`config.mk`:
```
export PLATFORM = sky130hd
export DESIGN_NAME = ccau_top
export DESIGN_NICKNAME = d
export VERILOG_FILES = /design/src/design/ccau_pkg.sv /design/src/design/ccau_top.sv
export SDC_FILE = /design/constraint.sdc
export NUM_CORES = 1
export LEC_CHECK = 0
export ABC_AREA = 1
export BUFFER_PORTS_ARGS = -buffer_cell sky130_fd_sc_hd__buf_2
export CAP_MARGIN = 20
export CORE_MARGIN = 2
export CORE_UTILIZATION = 36
export DETAILED_ROUTE_END_ITERATION = 10
export PLACE_DENSITY = 0.6
export REMOVE_ABC_BUFFERS = 1
export SYNTH_ARGS = -nofsm -noshare
export SYNTH_HDL_FRONTEND = slang
export SYNTH_SLANG_ARGS = --single-unit
export TNS_END_PERCENT = 5
```
`constraint.sdc`:
```
create_clock -name clock -period 4.95 [get_ports clock]
set_input_delay 0.99 -clock clock [delete_from_list [all_inputs] [get_ports clock]]
set_output_delay 0.99 -clock clock [all_outputs]
set_load 0.005 [all_outputs]
```
`src/design/ccau_pkg.sv`:
```
// Constants shared by the calendar clock and alarm unit
package ccau_pkg;
	localparam int unsigned CLK_MHZ = 250;
	localparam int unsigned TICK_PERIOD_MS = 10;
	localparam logic [7:0] OFF_CTRL = 8'h00;
	localparam logic [7:0] OFF_DIV = 8'h04;
	localparam logic [7:0] OFF_DENOM = 8'h08;
	localparam logic [7:0] OFF_TIME = 8'h0c;
	localparam logic [7:0] OFF_CAL = 8'h10;
	localparam logic [7:0] OFF_ALM_TIME = 8'h14;
	localparam logic [7:0] OFF_ALM_CAL = 8'h18;
	localparam logic [7:0] OFF_ALM_EN = 8'h1c;
	localparam logic [7:0] OFF_INT_EN = 8'h20;
	localparam logic [7:0] OFF_INT_DIS = 8'h24;
	localparam logic [7:0] OFF_INT_MASK = 8'h28;
	localparam logic [7:0] OFF_FLAGS = 8'h2c;
	localparam logic [7:0] OFF_FLAG_SET = 8'h30;
	// Control and divider register bit positions
	localparam int unsigned CB_TIME_DIS = 0;
	localparam int unsigned CB_CAL_DIS = 1;
	localparam int unsigned CB_HOUR_FMT = 2;
	localparam int unsigned CB_KEEP = 3;
	localparam int unsigned CB_RECUR = 4;
	localparam int unsigned DIV_EN_BIT = 20;
	localparam int unsigned DIV_FRAC_LSB = 10;
	// Event flag positions
	localparam int unsigned EV_ALARM = 0;
	localparam int unsigned EV_HUND = 1;
	localparam int unsigned EV_SEC = 2;
	localparam int unsigned EV_MIN = 3;
	localparam int unsigned EV_HOUR = 4;
	localparam int unsigned EV_HALF = 5;
	localparam int unsigned EV_DAY = 6;
	localparam int unsigned EV_WEEK = 7;
	localparam int unsigned EV_MONTH = 8;
	localparam int unsigned EV_YEAR = 9;
	localparam int unsigned EV_N = 10;
	// Reset values and field limits
	localparam logic [9:0] RST_DIV_INT = 10'h147;
	localparam logic [9:0] RST_DIV_FRAC = 10'h2a8;
	localparam logic [9:0] RST_DIV_DENOM = 10'h3e8;
	localparam logic [6:0] HUND_MAX = 7'h63;
	localparam logic [5:0] MINSEC_MAX = 6'h3b;
	localparam logic [4:0] HOUR_MAX = 5'h17;
	localparam logic [4:0] HOUR_NOON = 5'h0c;
	localparam logic [2:0] WDAY_MAX = 3'h6;
	localparam logic [3:0] MONTH_MAX = 4'hc;
	localparam logic [11:0] YEAR_MIN = 12'h76c;
	localparam logic [11:0] YEAR_MAX = 12'hbb7;
	localparam logic [11:0] YEAR_Y2K = 12'h7d0;
endpackage : ccau_pkg

```
`src/design/ccau_top.sv`:
```
// Calendar clock with alarms, rollover events and capture word
`timescale 1ns/100ps
module ccau_top
	import ccau_pkg::*;
#(
	parameter int unsigned DIV_W = 10
) (
	input wire logic clock,
	input wire logic rst_n,
	input wire logic [7:0] addr,
	input wire logic [31:0] wdata,
	input wire logic wr,
	input wire logic rd,
	output logic [31:0] rdata,
	input wire logic sw_reset,
	input wire logic timer_power_domain,
	input wire logic capture_trig,
	output logic [21:0] timer_capture_value,
	output logic [31:0] time_word,
	output logic irq
);
	logic [4:0] ctrl_ff;
	logic [DIV_W-1:0] div_int_ff, div_frac_ff, tick_div_denominator_ff;
	logic div_en_ff;
	logic [DIV_W-1:0] cnt_ff, acc_ff;
	logic extra_ff;
	logic [6:0] hund_ff;
	logic [5:0] sec_ff, min_ff;
	logic [4:0] hour_ff;
	logic [2:0] wday_ff;
	logic [4:0] date_ff;
	logic [3:0] month_ff;
	logic [11:0] year_ff;
	logic [31:0] alm_time_ff, alm_cal_ff;
	logic [5:0] alm_en_ff;
	logic [EV_N-1:0] mask_ff, flags_ff;
	logic stepped_ff;
	logic [31:0] rdata_ff;
	logic [21:0] cap_ff;

	wire hour_format_select = ctrl_ff[CB_HOUR_FMT];
	wire time_dis = ctrl_ff[CB_TIME_DIS];
	wire cal_dis = ctrl_ff[CB_CAL_DIS];
	wire wr_ctrl = wr && addr == OFF_CTRL;
	wire wr_div = wr && addr == OFF_DIV;
	wire wr_denom = wr && addr == OFF_DENOM;
	wire wr_time = wr && addr == OFF_TIME;
	wire wr_cal = wr && addr == OFF_CAL;
	wire wr_atime = wr && addr == OFF_ALM_TIME;
	wire wr_acal = wr && addr == OFF_ALM_CAL;
	wire wr_aen = wr && addr == OFF_ALM_EN;
	wire wr_ien = wr && addr == OFF_INT_EN;
	wire wr_idis = wr && addr == OFF_INT_DIS;
	wire wr_fclr = wr && addr == OFF_FLAGS;
	wire wr_fset = wr && addr == OFF_FLAG_SET;
	// Software reset only touches time state when retention is off
	wire sw_clear = sw_reset && !ctrl_ff[CB_KEEP];

	// Fractional divider: period is int cycles, plus one when the fraction overflows
	wire [DIV_W:0] lim = {1'b0, div_int_ff} + {{DIV_W{1'b0}}, extra_ff};
	wire [DIV_W:0] frac_sum = {1'b0, acc_ff} + {1'b0, div_frac_ff};
	wire frac_carry = frac_sum >= {1'b0, tick_div_denominator_ff};
	wire [DIV_W:0] frac_next = frac_carry ? frac_sum - {1'b0, tick_div_denominator_ff} : frac_sum;
	wire cnt_done = {1'b0, cnt_ff} + {{DIV_W{1'b0}}, 1'b1} >= lim;
	// Sleep does not gate the tick; a cleared divider enable or loss of the timer domain does
	wire tick = div_en_ff && timer_power_domain && cnt_done;

	function automatic logic is_leap(input logic [11:0] y);
		is_leap = (y % 12'd4 == 12'd0 && y % 12'd100 != 12'd0) || y % 12'd400 == 12'd0;
	endfunction : is_leap

	function automatic logic [4:0] month_days(input logic [3:0] m, input logic [11:0] y);
		case (m)
			4'h2: month_days = is_leap(y) ? 5'h1d : 5'h1c;
			4'h4, 4'h6, 4'h9, 4'hb: month_days = 5'h1e;
			default: month_days = 5'h1f;
		endcase
	endfunction : month_days

	// Presented hour: internal count is always 0-23
	wire pm = hour_ff >= HOUR_NOON;
	wire [4:0] hour12 = hour_ff == 5'h00 ? HOUR_NOON : (hour_ff > HOUR_NOON ? hour_ff - HOUR_NOON : hour_ff);
	wire [4:0] hour_pres = hour_format_select ? hour12 : hour_ff;
	wire pm_pres = hour_format_select && pm;
	wire [4:0] wr_h12 = wdata[28:24] == HOUR_NOON ? 5'h00 : wdata[28:24];
	wire [4:0] wr_hour = hour_format_select ? wr_h12 + (wdata[30] ? HOUR_NOON : 5'h00) : wdata[28:24];
	wire [31:0] time_rd = {1'b0, pm_pres, 1'b0, hour_pres, 2'h0, min_ff, 2'h0, sec_ff, 1'b0, hund_ff};
	wire [31:0] cal_rd = {year_ff, month_ff, 3'h0, date_ff, 5'h00, wday_ff};

	logic [6:0] nxt_hund;
	logic [5:0] nxt_sec, nxt_min;
	logic [4:0] nxt_hour, nxt_date;
	logic [2:0] nxt_wday;
	logic [3:0] nxt_month;
	logic [11:0] nxt_year;
	logic [EV_N-1:0] ev;
	logic day_carry;

	always_comb begin
		nxt_hund = hund_ff;
		nxt_sec = sec_ff;
		nxt_min = min_ff;
		nxt_hour = hour_ff;
		nxt_wday = wday_ff;
		nxt_date = date_ff;
		nxt_month = month_ff;
		nxt_year = year_ff;
		ev = '0;
		day_carry = 1'b0;
		if (tick && !time_dis) begin
			ev[EV_HUND] = 1'b1;
			nxt_hund = hund_ff + 7'h01;
			if (hund_ff == HUND_MAX) begin
				nxt_hund = 7'h00;
				ev[EV_SEC] = 1'b1;
				nxt_sec = sec_ff + 6'h01;
				if (sec_ff == MINSEC_MAX) begin
					nxt_sec = 6'h00;
					ev[EV_MIN] = 1'b1;
					nxt_min = min_ff + 6'h01;
					if (min_ff == MINSEC_MAX) begin
						nxt_min = 6'h00;
						ev[EV_HOUR] = 1'b1;
						nxt_hour = hour_ff + 5'h01;
						ev[EV_HALF] = hour_ff == HOUR_NOON - 5'h01;
						if (hour_ff == HOUR_MAX) begin
							nxt_hour = 5'h00;
							ev[EV_HALF] = 1'b1;
							day_carry = 1'b1;
						end
					end
				end
			end
		end
		if (day_carry && !cal_dis) begin
			ev[EV_DAY] = 1'b1;
			nxt_wday = wday_ff == WDAY_MAX ? 3'h0 : wday_ff + 3'h1;
			ev[EV_WEEK] = wday_ff == WDAY_MAX;
			nxt_date = date_ff + 5'h01;
			if (date_ff >= month_days(month_ff, year_ff)) begin
				nxt_date = 5'h01;
				ev[EV_MONTH] = 1'b1;
				nxt_month = month_ff + 4'h1;
				if (month_ff == MONTH_MAX) begin
					nxt_month = 4'h1;
					ev[EV_YEAR] = 1'b1;
					// Past 2999 the count folds back to 1900
					nxt_year = year_ff == YEAR_MAX ? YEAR_MIN : year_ff + 12'h001;
				end
			end
		end
	end

	// Alarm compares against the fields as presented to software
	wire [5:0] fld_ok = {
		month_ff == alm_cal_ff[19:16],
		date_ff == alm_cal_ff[12:8],
		hour_pres == alm_time_ff[28:24] && pm_pres == alm_time_ff[30],
		min_ff == alm_time_ff[21:16],
		sec_ff == alm_time_ff[13:8],
		hund_ff == alm_time_ff[6:0]
	};
	wire alm_match = alm_en_ff != 6'h00 && (fld_ok | ~alm_en_ff) == 6'h3f;
	// Checked the cycle after a step so the new time is compared
	wire alm_hit = stepped_ff && alm_match;
	wire [EV_N-1:0] ev_set = ev | {{(EV_N-1){1'b0}}, alm_hit} | (wr_fset ? wdata[EV_N-1:0] : '0);
	wire [EV_N-1:0] flag_clr = wr_fclr ? wdata[EV_N-1:0] : '0;

	wire [31:0] rd_mux =
		addr == OFF_CTRL ? {27'h0, ctrl_ff} :
		addr == OFF_DIV ? {11'h0, div_en_ff, div_frac_ff, div_int_ff} :
		addr == OFF_DENOM ? {22'h0, tick_div_denominator_ff} :
		addr == OFF_TIME ? time_rd :
		addr == OFF_CAL ? cal_rd :
		addr == OFF_ALM_TIME ? alm_time_ff :
		addr == OFF_ALM_CAL ? alm_cal_ff :
		addr == OFF_ALM_EN ? {26'h0, alm_en_ff} :
		addr == OFF_INT_MASK ? {22'h0, mask_ff} :
		addr == OFF_FLAGS ? {22'h0, flags_ff} : 32'h0;

	always_ff @(posedge clock) begin
		if (!rst_n) begin
			ctrl_ff <= 5'h03;
			div_int_ff <= RST_DIV_INT;
			div_frac_ff <= RST_DIV_FRAC;
			tick_div_denominator_ff <= RST_DIV_DENOM;
			div_en_ff <= 1'b0;
			cnt_ff <= '0;
			acc_ff <= '0;
			extra_ff <= 1'b0;
		end else begin
			if (wr_ctrl) ctrl_ff <= wdata[4:0];
			if (wr_div) div_int_ff <= wdata[DIV_W-1:0];
			if (wr_div) div_frac_ff <= wdata[DIV_FRAC_LSB +: DIV_W];
			if (wr_div) div_en_ff <= wdata[DIV_EN_BIT];
			if (wr_denom) tick_div_denominator_ff <= wdata[DIV_W-1:0];
			cnt_ff <= (!div_en_ff || cnt_done) ? '0 : cnt_ff + 1'b1;
			if (tick) begin
				acc_ff <= frac_next[DIV_W-1:0];
				extra_ff <= frac_carry;
			end
		end
	end

	always_ff @(posedge clock) begin
		if (!rst_n || sw_clear) begin
			{hund_ff, sec_ff, min_ff, hour_ff, wday_ff} <= '0;
			date_ff <= 5'h01;
			month_ff <= 4'h1;
			year_ff <= YEAR_Y2K;
		end else begin
			{hund_ff, sec_ff, min_ff, hour_ff} <= wr_time ?
				{wdata[6:0], wdata[13:8], wdata[21:16], wr_hour} : {nxt_hund, nxt_sec, nxt_min, nxt_hour};
			{year_ff, month_ff, date_ff, wday_ff} <= wr_cal ?
				{wdata[31:20], wdata[19:16], wdata[12:8], wdata[2:0]} : {nxt_year, nxt_month, nxt_date, nxt_wday};
		end
	end

	always_ff @(posedge clock) begin
		if (!rst_n) begin
			alm_time_ff <= '0;
			alm_cal_ff <= '0;
			alm_en_ff <= '0;
			mask_ff <= '0;
			flags_ff <= '0;
			stepped_ff <= 1'b0;
			rdata_ff <= '0;
			cap_ff <= '0;
		end else begin
			if (wr_atime) alm_time_ff <= wdata;
			if (wr_acal) alm_cal_ff <= wdata;
			// A single-shot alarm disarms itself after firing
			if (wr_aen) alm_en_ff <= wdata[5:0];
			else if (alm_hit && !ctrl_ff[CB_RECUR]) alm_en_ff <= '0;
			if (wr_ien) mask_ff <= mask_ff | wdata[EV_N-1:0];
			if (wr_idis) mask_ff <= mask_ff & ~wdata[EV_N-1:0];
			// A set in the cycle of a clear wins
			flags_ff <= (flags_ff & ~flag_clr) | ev_set;
			stepped_ff <= ev[EV_HUND];
			rdata_ff <= rd ? rd_mux : 32'h0;
			if (capture_trig) cap_ff <= time_word[21:0];
		end
	end

	assign time_word = {4'h0, wday_ff, pm_pres, hour_pres, min_ff, sec_ff, hund_ff};
	assign timer_capture_value = cap_ff;
	assign rdata = rdata_ff;
	assign irq = (flags_ff & mask_ff) != '0;

	hund_range_a: assert property (@(posedge clock) disable iff (!rst_n)
		$past(rst_n) && !$past(wr_time) |-> hund_ff <= HUND_MAX) else $error("hundredths out of range");
	hour_range_a: assert property (@(posedge clock) disable iff (!rst_n)
		!$past(wr_time) && $past(rst_n) |-> hour_pres <= HOUR_MAX && (!hour_format_select || hour_pres != 5'h00))
		else $error("hour out of range");
	tick_gate_a: assert property (@(posedge clock) disable iff (!rst_n)
		!div_en_ff && !wr_time && !sw_clear |=> $stable(hund_ff)) else $error("time moved without divider enable");
	hund_step_a: assert property (@(posedge clock) disable iff (!rst_n)
		tick && !time_dis && hund_ff < HUND_MAX && !wr_time && !sw_clear |=> hund_ff == $past(hund_ff) + 7'h01)
		else $error("hundredths did not step");
	time_hold_a: assert property (@(posedge clock) disable iff (!rst_n)
		time_dis && !wr_time && !sw_clear |=> $stable(hund_ff) && $stable(min_ff)) else $error("time ran while disabled");
	date_hold_a: assert property (@(posedge clock) disable iff (!rst_n)
		cal_dis && !wr_cal && !sw_clear |=> $stable(date_ff) && $stable(year_ff)) else $error("date ran while disabled");
	flag_set_a: assert property (@(posedge clock) disable iff (!rst_n)
		ev_set != '0 |=> (flags_ff & $past(ev_set)) == $past(ev_set)) else $error("event flag lost");
	int_enable_a: assert property (@(posedge clock) disable iff (!rst_n)
		wr_ien |=> (mask_ff & $past(wdata[EV_N-1:0])) == $past(wdata[EV_N-1:0])) else $error("enable write lost");
	irq_drive_a: assert property (@(posedge clock) disable iff (!rst_n)
		(ev_set & mask_ff) != '0 && !wr_idis |=> irq) else $error("masked-in event gave no interrupt");
	oneshot_a: assert property (@(posedge clock) disable iff (!rst_n)
		alm_hit && !ctrl_ff[CB_RECUR] && !wr_aen |=> alm_en_ff == 6'h00 ##1 !alm_hit) else $error("one-shot alarm rearmed");
	capture_a: assert property (@(posedge clock) disable iff (!rst_n)
		capture_trig |=> timer_capture_value == $past(time_word[21:0])) else $error("capture mismatch");
	keep_a: assert property (@(posedge clock) disable iff (!rst_n)
		sw_reset && ctrl_ff[CB_KEEP] && !wr_cal && !cal_dis && !day_carry |=> $stable(date_ff))
		else $error("retained date cleared");
endmodule : ccau_top

```
==> results of run 1 <==
## kinds of logic (layout without fill, tap and decap cells)
kind of cell / Yosys count / in the layout / synth area share
AO/OA/AOI/OAI: 610 / 610 / 0.2589
XOR/XNOR: 67 / 67 / 0.04283
adder cells (fa/ha/maj): 56 / 56 / 0.05279
buffers and inverters: 350 / 488 / 0.09808
flip-flops: 250 / 250 / 0.3653
other: 1 / 4 / 0.0002737
AND/OR/NAND/NOR: 557 / 557 / 0.1818
## cells in the mapped netlist, types with 6 or more instances
| library cell | instances |
|---|---|
| o221ai_1 | 15 |
| nand3_2 | 7 |
| o211ai_1 | 34 |
| a221oi_1 | 21 |
| nand3_1 | 77 |
| inv_1 | 257 |
| nor2_2 | 6 |
| a21oi_1 | 185 |
| o22ai_1 | 51 |
| dfxtp_1 | 250 |
| ha_1 | 53 |
| nor3_1 | 30 |
| a211oi_1 | 7 |
| xnor2_1 | 15 |
| nand2_1 | 253 |
| buf_4 | 6 |
| a31oi_1 | 44 |
| nor2_1 | 130 |
| clkbuf_1 | 74 |
| nand2_2 | 16 |
| nand4_1 | 19 |
| o21ai_0 | 210 |
| xor2_1 | 52 |
| o31ai_1 | 8 |
## power by group
part / leakage [nW] / switching (mW) / internal (mW) / total [mW]
Sequential: 2.02 / 0.00676 / 2.02 / 2.03
Combinational: 4.52 / 0.135 / 0.0467 / 0.182
Clock: 0.484 / 0.925 / 1.28 / 2.20
Total: 7.02 / 1.07 / 3.35 / 4.41
## metal layers
layer,global-route usage,share of wire,vias up
met5,0,0,-
met4,0.07546,0.034,0
met3,0.04084,0.081,107
met2,0.3924,0.45,599
met1,0.3365,0.44,6673
li1,-,-,6718
## state kept, by name (all words and copies together), names as in the netlist, 12 cells and up, named ones only
signal / count
rdata: 32
year_ff: 12
alm_time_ff: 32
alm_cal_ff: 32
timer_capture_value: 22
## timing repair
action,CTS,global route
gates cloned,1,0
pin swaps,0,5
setup endpoints to repair,7,21
gates resized for setup,4,19
hold buffers,0,0
buffers inserted,0,4
hold endpoints to repair,0,0
## worst min-delay path, cell delays in order, from the launching register on
cell,delay (ns)
dfxtp_1,0.30
inv_1,0.05
a21oi_1,0.05
## final timing paths
check                 start             end  slack, ns  cells past startpoint
min          alm_cal_ff[14]  alm_cal_ff[14]       0.45                      2
min reg2reg  alm_cal_ff[14]  alm_cal_ff[14]       0.45                      2
max reg2reg      year_ff[7]      year_ff[8]       0.32                     41
max              year_ff[7]      year_ff[8]       0.32                     41
## stage by stage
stage | std cells | power, mW | setup WS [ns] | instance area [um^2]
after floorplan | 1809 | 2.136 | -0.01082 | 13370
after CTS | 2539 | 4.441 | 0.09356 | 15950
after detailed placement | 2486 | 2.252 | -0.08525 | 14960
after global placement | 2486 | 2.252 | 0.1318 | 14960
after global routing | 2543 | 4.533 | -0.04767 | 16050
final | 2543 | 4.413 | 0.3155 | 16050
## layout make-up
class / count / share of cell area
multi-input combinational: 1294 / 0.4639
sequential: 250 / 0.3123
inverter: 265 / 0.06238
timing repair buffer: 170 / 0.06035
clock buffer: 41 / 0.05427
tap: 511 / 0.03984
clock inverter: 11 / 0.006472
timing repair inverter: 1 / 0.0004678
==> flow_summary_export.csv, run 1 <==
group,metric,value,unit
setup_path,cp.arrival,5.06,ns
timing,finalSetupViolCount,0,
synth,synth-edff-count,0,
timing,maxSlewViolCount,0,
power,powerDensity,275.0,mW/mm^2
setup_path,cp-end-kind,"flop",
global_route,grt_pass1_wl,75.52,mm
setup_path,critPathLaunchType,"flop",
synth,async_reset_ff_frac,0,
global_route,grt_overflow,0,
layout,layout_commonest_cell,"inv_1",
setup_path,slowest_stage,"dfxtp_2",
global_route,antenna_found_initial,1,
detailed_routing,drc_errors,0,
cts,cts-root-buf,"clkbuf_16",
global_route,grt_use_total,0.2450,
detailed_routing,postRouteAntennaNets,0,
synth,synth-seq-cells,250,
job,maxCapViolations,0,
global_route,grt_max_degree,77,
layout,drive_gt1_frac,0.1417,
floorplan,rows,71,
cts,path_clk_slew,0.06,ns
global_route,grt_pass1_vias,13070,
setup_path,critPathRequiredTime,5.38,ns
floorplan,dieArea,0.03963,mm^2
synth,syn_area_per_cell,7.245,um^2
power,p_leak,7.019,nW
synth,ys.flop_type,"dfxtp_1",
synth,syn_area,0.01370,mm^2
placement,gp_congestion,0.9550,
setup_path,slowest_delay,0.35,ns
setup_path,critical_path_buf_inv_count,4,
setup_path,worstPathMaxFanout,14,
floorplan,ios,134,
layout,regArea,0.005011,mm^2
timing,worst_pin_slew,1.030,ns
cts,htreeDepth,1,
synth,synth_area_leaders,"dfxtp_1, o21ai_0, inv_1, nand2_1, a21oi_1",
timing,finalSetupTns,0,ns
placement,port_buffers,129,
layout,antenna_cells,0,
detailed_routing,firstDrtPassIters,6,
floorplan,die_w,199.1,um
synth,synth_top_area_frac,0.3653,
layout,finalNetCount,2114,
floorplan,start_util,0.3646,
synth,ys_seq_area_frac,0.3653,
synth,syn_inst,1891,
cts,clock_sinks,250,
setup_path,critPathKind,"reg -> reg",
detailed_routing,drtIter0Drc,1499,
setup_path,worst_path_most_repeated_cell,"nand2_2",
detailed_routing,vias_per_cell,5.543,
layout,fill_cells,3882,
placement,hpwl,36.44,mm
detailed_routing,wl_per_cell,19.47,um
cts,cts_tree,"yes",
outcome,run_status,"completed",
power,peakVddDrop,0.2669,mV
timing,holdWs,0.4523,ns
setup_path,cpLargestDelayFamily,"simple AND/OR/NAND/NOR gates",
timing,hold_viol,0,
layout,syn_to_final_growth,17.12,%
timing,clock_skew,0.02091,ns
floorplan,dieHeight,199.1,um
layout,final_cell_mix,"inv_1, nand2_1, dfxtp_1, o21ai_0, a21oi_1",
detailed_routing,routed_wl,49.52,mm
timing,fin_crit_sh,0.9363,
timing,slew_headroom,0.3078,
synth,yosys.cell_types.count,58,
synth,synth_top_area_cell,"dfxtp_1",
detailed_routing,vias,14100,
layout,postLayoutCoreUtil,0.4270,
floorplan,coreArea,0.03758,mm^2
synth,ys_warn_count,0,
timing,max_freq,215.8,MHz
layout,multi_input_area,0.007445,mm^2
cts,clock_latency,0.58,ns
worst_hold_path,hold_path.class,"reg -> reg",
timing,rsz0062_at_grt,"true",
cts,cts_buffers,29,
cts,clock_path_buffers,3,
timing,period_needed,4.635,ns
Note: power is estimated with default switching activity, not from simulation.
==> run 2: changes to the inputs <==
--- a/config.mk
+++ b/config.mk
@@ -10,6 +10,7 @@
 export CAP_MARGIN = 20
 export CORE_MARGIN = 2
 export CORE_UTILIZATION = 36
+export CTS_BUF_LIST = sky130_fd_sc_hd__clkbuf_8
 export DETAILED_ROUTE_END_ITERATION = 10
 export PLACE_DENSITY = 0.6
 export REMOVE_ABC_BUFFERS = 1
==> constraint.sdc (replaced) <==
create_clock -name clock -period 4.95 [get_ports clock]
set_input_delay 0.99 -clock clock [delete_from_list [all_inputs] [get_ports clock]]
set_output_delay 0.99 -clock clock [all_outputs]
set_load 0.05 [all_outputs]
==> run 2 against run 1 <==
Count of clock-buffer cells in the layout up 12. Utilization down 0.41 points. Sequential share of layout area up 0.30 points. Wire length up 0.46%. Highest routed layer unchanged.
==> flow_summary_export.csv, run 2 (synthesis gave the netlist of run 1 again) <==
group,metric,value,unit
placement,placed_cells,2486,
detailed_routing,wl_per_cell,19.38,um
global_route,grt_pass1_wl,75.80,mm
power,seqPwrFrac,0.494,
layout,antenna_cells,0,
timing,worst_pin_slew,1.033,ns
setup_path,cp-end-kind,"flop",
power,power.net_switching,1.075,mW
timing,period_needed,4.694,ns
detailed_routing,drtIter0Drc,1372,
detailed_routing,vias,14210,
setup_path,critPathLaunchType,"flop",
layout,drive_gt1_frac,0.1464,
placement,gp_congestion,0.9550,
power,p_int,3.035,mW
global_route,grt_use_total,0.2478,
detailed_routing,drc_errors,0,
placement,place_area,0.01496,mm^2
timing,holdWs,0.4520,ns
job,maxCapViolations,0,
power,pwr-share-clk,0.453,
setup_path,worstPathMaxFanout,14,
power,p_comb_frac,0.053,
setup_path,critPathRequiredTime,5.41,ns
cts,clock_latency,0.61,ns
cts,cts_buffers,45,
cts,cts-root-buf,"clkbuf_8",
setup_path,slowest_delay,0.39,ns
global_route,grt_max_degree,77,
global_route,grt_pass1_vias,13160,
layout,syn_to_final_growth,16.00,%
worst_hold_path,hold_path.class,"reg -> reg",
cts,ctsHoldBuffers,0,
timing,finalSetupViolCount,0,
power,netSwitchingFraction,0.2615,
cts,clock_sinks,250,
layout,layout_commonest_cell,"inv_1",
timing,finalSetupTns,0,ns
timing,max_freq,213.0,MHz
cts,clock_path_buffers,3,
setup_path,cp.arrival,5.15,ns
layout,final_cell_mix,"inv_1, nand2_1, dfxtp_1, o21ai_0, a21oi_1",
cts,path_clk_slew,0.06,ns
floorplan,rows,71,
setup_path,critPathKind,"reg -> reg",
timing,maxSlewViolCount,0,
layout,postLayoutCellArea,0.01589,mm^2
layout,fill_cells,3922,
worst_hold_path,whs_path_depth,2,
setup_path,worst_path_most_repeated_cell,"nand2_2",
floorplan,coreArea,0.03758,mm^2
timing,fin_crit_sh,0.9482,
floorplan,dieArea,0.03963,mm^2
timing,hold_viol,0,
floorplan,start_util,0.3646,
timing,slew_headroom,0.3104,
layout,postLayoutCoreUtil,0.4229,
power,peakVddDrop,0.1704,mV
placement,hpwl,36.44,mm
timing,rsz0062_at_grt,"true",
power,powerDensity,258.6,mW/mm^2
detailed_routing,firstDrtPassIters,6,
power,p_leak,7.001,nW
layout,final_cells,2567,
timing,clock_skew,0.03037,ns
outcome,run_status,"completed",
setup_path,slowest_stage,"dfxtp_4",
global_route,grt_overflow,0,
cts,htreeDepth,2,
floorplan,die_w,199.1,um
global_route,antenna_found_initial,1,
cts,cts_tree,"yes",
setup_path,reg2regPathDepth,40,
detailed_routing,postRouteAntennaNets,0,
floorplan,dieHeight,199.1,um
floorplan,ios,134,
detailed_routing,routed_wl,49.74,mm
detailed_routing,vias_per_cell,5.535,
layout,finalNetCount,2131,
placement,port_buffers,129,
==> run 2: per-layer routing <==
metal,vias up,part of all wire,GRT usage
li1,6739,-,-
met1,6725,0.43,0.3308
met2,634,0.45,0.3918
met3,110,0.082,0.04726
met4,0,0.035,0.1023
met5,-,0,0
==> run 2: cell type report <==
type | count | area, um^2 | share of cell area
repair buffers | 171 | 975.9 | 0.06141
well taps | 511 | 639.4 | 0.04023
multi-input cells | 1294 | 7432 | 0.4676
repair inverters | 1 | 7.507 | 0.0004724
flip-flops and latches | 250 | 5011 | 0.3153
clock inverters | 22 | 96.34 | 0.006062
clock buffers | 53 | 729.5 | 0.04590
inverters | 265 | 1001 | 0.06298
==> run 2: worst paths after layout <==
check | from | endpoint | slack, ns
min reg2reg | alm_cal_ff[14] | alm_cal_ff[14] | 0.45
min | alm_cal_ff[14] | alm_cal_ff[14] | 0.45
max reg2reg | year_ff[9] | year_ff[8] | 0.26
max | year_ff[9] | year_ff[8] | 0.26
==> run 2: repair_timing <==
action	4_1_cts	5_1_grt
endpoints found under the setup margin	7	20
pin swaps	0	3
gates resized for setup	4	16
buffers inserted	0	5
gates cloned	1	0
==> run 2: power by group through the flow <==
stage	Combinational [mW]	Clock [mW]	Sequential, mW
after global routing	0.235	1.98	2.03
after detailed placement	0.216	0	2.07
after CTS	0.217	1.90	2.03
final	0.220	1.86	2.03
after global placement	0.216	0	2.07
after floorplan	0.0682	0	2.11
==> run 2: critical path, delay by kind of cell, from the launching register on <==
kind	cells	cell delay (ns)
DFF	1	0.39
buffers and inverters	6	0.65
adders and majority gates	1	0.27
AOI/OAI and AO/OA	6	0.78
and+or+nand+nor	27	2.42
==> run 2: metrics by stage <==
step,worst slack (ns),total power [mW]
5_1_grt,-0.1117,4.242
3_5_place_dp,-0.08525,2.290
2_1_floorplan,-0.01082,2.174
4_1_cts,0.08619,4.148
6_report,0.2562,4.110
3_3_place_gp,0.1318,2.290
==> run 3: changes to the inputs <==
--- a/config.mk
+++ b/config.mk
@@ -8,11 +8,13 @@
 export ABC_AREA = 1
 export BUFFER_PORTS_ARGS = -buffer_cell sky130_fd_sc_hd__buf_2
 export CAP_MARGIN = 20
+export CELL_PAD_IN_SITES_DETAIL_PLACEMENT = 1
+export CELL_PAD_IN_SITES_GLOBAL_PLACEMENT = 1
 export CORE_MARGIN = 2
 export CORE_UTILIZATION = 36
 export CTS_BUF_LIST = sky130_fd_sc_hd__clkbuf_8
 export DETAILED_ROUTE_END_ITERATION = 10
-export PLACE_DENSITY = 0.6
+export PLACE_DENSITY = 0.75
 export REMOVE_ABC_BUFFERS = 1
 export SYNTH_ARGS = -nofsm -noshare
 export SYNTH_HDL_FRONTEND = slang
==> constraint.sdc (replaced) <==
create_clock -name clock -period 5.9 [get_ports clock]
set_input_delay 1.18 -clock clock [delete_from_list [all_inputs] [get_ports clock]]
set_output_delay 1.18 -clock clock [all_outputs]
set_load 0.05 [all_outputs]
==> run 3 against run 2 <==
Total power decreased by 13%. Sequential cell count stayed put. Fmax down 9.3%. Sequential power down 16%. Worst setup slack improved by 0.47 ns. Final area shrank 1.2%. Utilization is 0.51 points lower. Combinational power down 15%. Clock skew decreased by 0.0036 ns.
==> flow_summary_export.csv, run 3 (synthesis gave the netlist of run 1 again) <==
group,metric,value,unit
outcome,run_status,"completed",
timing,finalSetupTns,0,ns
detailed_routing,drtIter0Drc,983,
layout,drive_gt1_frac,0.1332,
cts,htreeDepth,2,
layout,syn_to_final_growth,14.61,%
worst_hold_path,hold_path.class,"reg -> reg",
power,seqPwrFrac,0.478,
setup_path,slowest_stage,"dfxtp_1",
setup_path,critical_path_buf_inv_count,7,
cts,clock_path_buffers,3,
global_route,grt_overflow,0,
job,maxCapViolations,0,
cts,cts_tree,"yes",
timing,maxSlewViolCount,0,
floorplan,die_w,199.1,um
detailed_routing,drc_errors,0,
global_route,grt_max_degree,84,
timing,finalSetupViolCount,0,
setup_path,cp.arrival,5.65,ns
cts,ctsResizeCount,0,
layout,postLayoutCoreUtil,0.4179,
setup_path,worst_path_most_repeated_cell,"nand2_2",
cts,path_clk_slew,0.06,ns
timing,period_needed,5.177,ns
detailed_routing,firstDrtPassIters,5,
power,peakVddDrop,0.1455,mV
setup_path,cpLargestDelayFamily,"simple AND/OR/NAND/NOR gates",
placement,gp_congestion,0.9231,
layout,antenna_cells,0,
worst_hold_path,whs_path_depth,2,
timing,clock_skew,0.02673,ns
global_route,grt_pass1_wl,84.04,mm
power,powerDensity,227.0,mW/mm^2
floorplan,ios,134,
setup_path,critPathLaunchType,"flop",
power,netSwitchingFraction,0.2644,
setup_path,cp-end-kind,"flop",
cts,cts_buffers,46,
power,p_int,2.622,mW
setup_path,critPathKind,"reg -> reg",
placement,port_buffers,129,
timing,max_freq,193.2,MHz
floorplan,rows,71,
global_route,antenna_found_initial,0,
cts,ctsHoldBuffers,0,
layout,finalNetCount,2108,
layout,layout_commonest_cell,"inv_1",
floorplan,start_util,0.3646,
layout,final_cells,2545,
timing,slew_headroom,0.3204,
floorplan,dieArea,0.03963,mm^2
detailed_routing,postRouteAntennaNets,0,
placement,placed_cells,2467,
setup_path,slowest_delay,0.46,ns
floorplan,dieHeight,199.1,um
timing,rsz0062_at_grt,"false",
setup_path,worstPathMaxFanout,14,
power,power.net_switching,0.9426,mW
timing,hold_viol,0,
detailed_routing,wl_per_cell,21.37,um
timing,worst_pin_slew,1.018,ns
timing,fin_crit_sh,0.8775,
layout,final_cell_mix,"inv_1, nand2_1, dfxtp_1, o21ai_0, a21oi_1",
detailed_routing,vias_per_cell,5.649,
setup_path,critPathRequiredTime,6.37,ns
floorplan,coreArea,0.03758,mm^2
power,p_comb_frac,0.052,
detailed_routing,vias,14380,
setup_path,cp_num_cells,41,
placement,hpwl,39.88,mm
cts,clock_sinks,250,
detailed_routing,routed_wl,54.38,mm
power,pwr-share-clk,0.470,
cts,clock_latency,0.63,ns
cts,postCtsSetupRepairBufs,0,
cts,cts-root-buf,"clkbuf_8",
global_route,grt_pass1_vias,14470,
global_route,grt_use_total,0.2758,
power,p_leak,6.913,nW
setup_path,reg2regPathDepth,41,
-- run 3: changes by cell type in the layout (fill, tap and decap cells not counted), sizes merged --
cell | before | now
clkinv | 11 | 10
inv | 274 | 273
buf | 171 | 148
bufinv | 0 | 1
clkbuf | 53 | 55
-- run 3: layout make-up --
cell class	count	area [um^2]
clock buffer	55	757.0
clock inverter	22	133.9
fill	4756	21870
inverter	265	997.2
multi-input combinational	1294	7380
sequential	250	5005
tap	511	639.4
timing repair buffer	148	790.8
-- run 3: worst reg2reg max path, delay by kind of cell, from the launching register on --
kind,cells,cell delay [ns]
simple gates,27,2.61
compound gates,6,0.88
buf+inv,7,0.86
flops,1,0.46
fa+ha+maj,1,0.24
-- run 3: path summary, 6_finish.rpt --
| check | from | end | slack (ns) |
|---|---|---|---|
| max | year_ff[9] | year_ff[8] | 0.72 |
| min | alm_cal_ff[13] | alm_cal_ff[13] | 0.47 |
| max reg2reg | year_ff[9] | year_ff[8] | 0.72 |
| min reg2reg | alm_cal_ff[13] | alm_cal_ff[13] | 0.47 |
-- run 3: layer usage --
layer	wire (um)	vias up	global-route usage
li1	-	6698	-
met2	25060	514	0.4518
met1	23720	7035	0.3642
met3	3626	130	0.04422
met4	1964	0	0.1048
met5	0	-	0
-- run 3: power by group through the flow --
stage                     Clock, mW  Sequential (mW)  Combinational, mW
after floorplan                   0             1.77             0.0572
after global placement            0             1.74              0.181
after detailed placement          0             1.74              0.183
after CTS                      1.71             1.70              0.184
after global routing           1.78             1.70              0.197
final                          1.67             1.70              0.187
-- run 3: per-stage QoR --
step,hold slack [ns],setup slack (ns),area (um^2),total power [mW]
5_1_grt,0.4874,0.08628,15700,3.684
3_5_place_dp,0.4498,0.7555,14800,1.924
3_3_place_gp,0.4350,0.9114,14800,1.921
4_1_cts,0.4611,0.7449,15700,3.597
2_1_floorplan,0.4239,0.7492,13370,1.824
6_report,0.4656,0.7229,15700,3.565
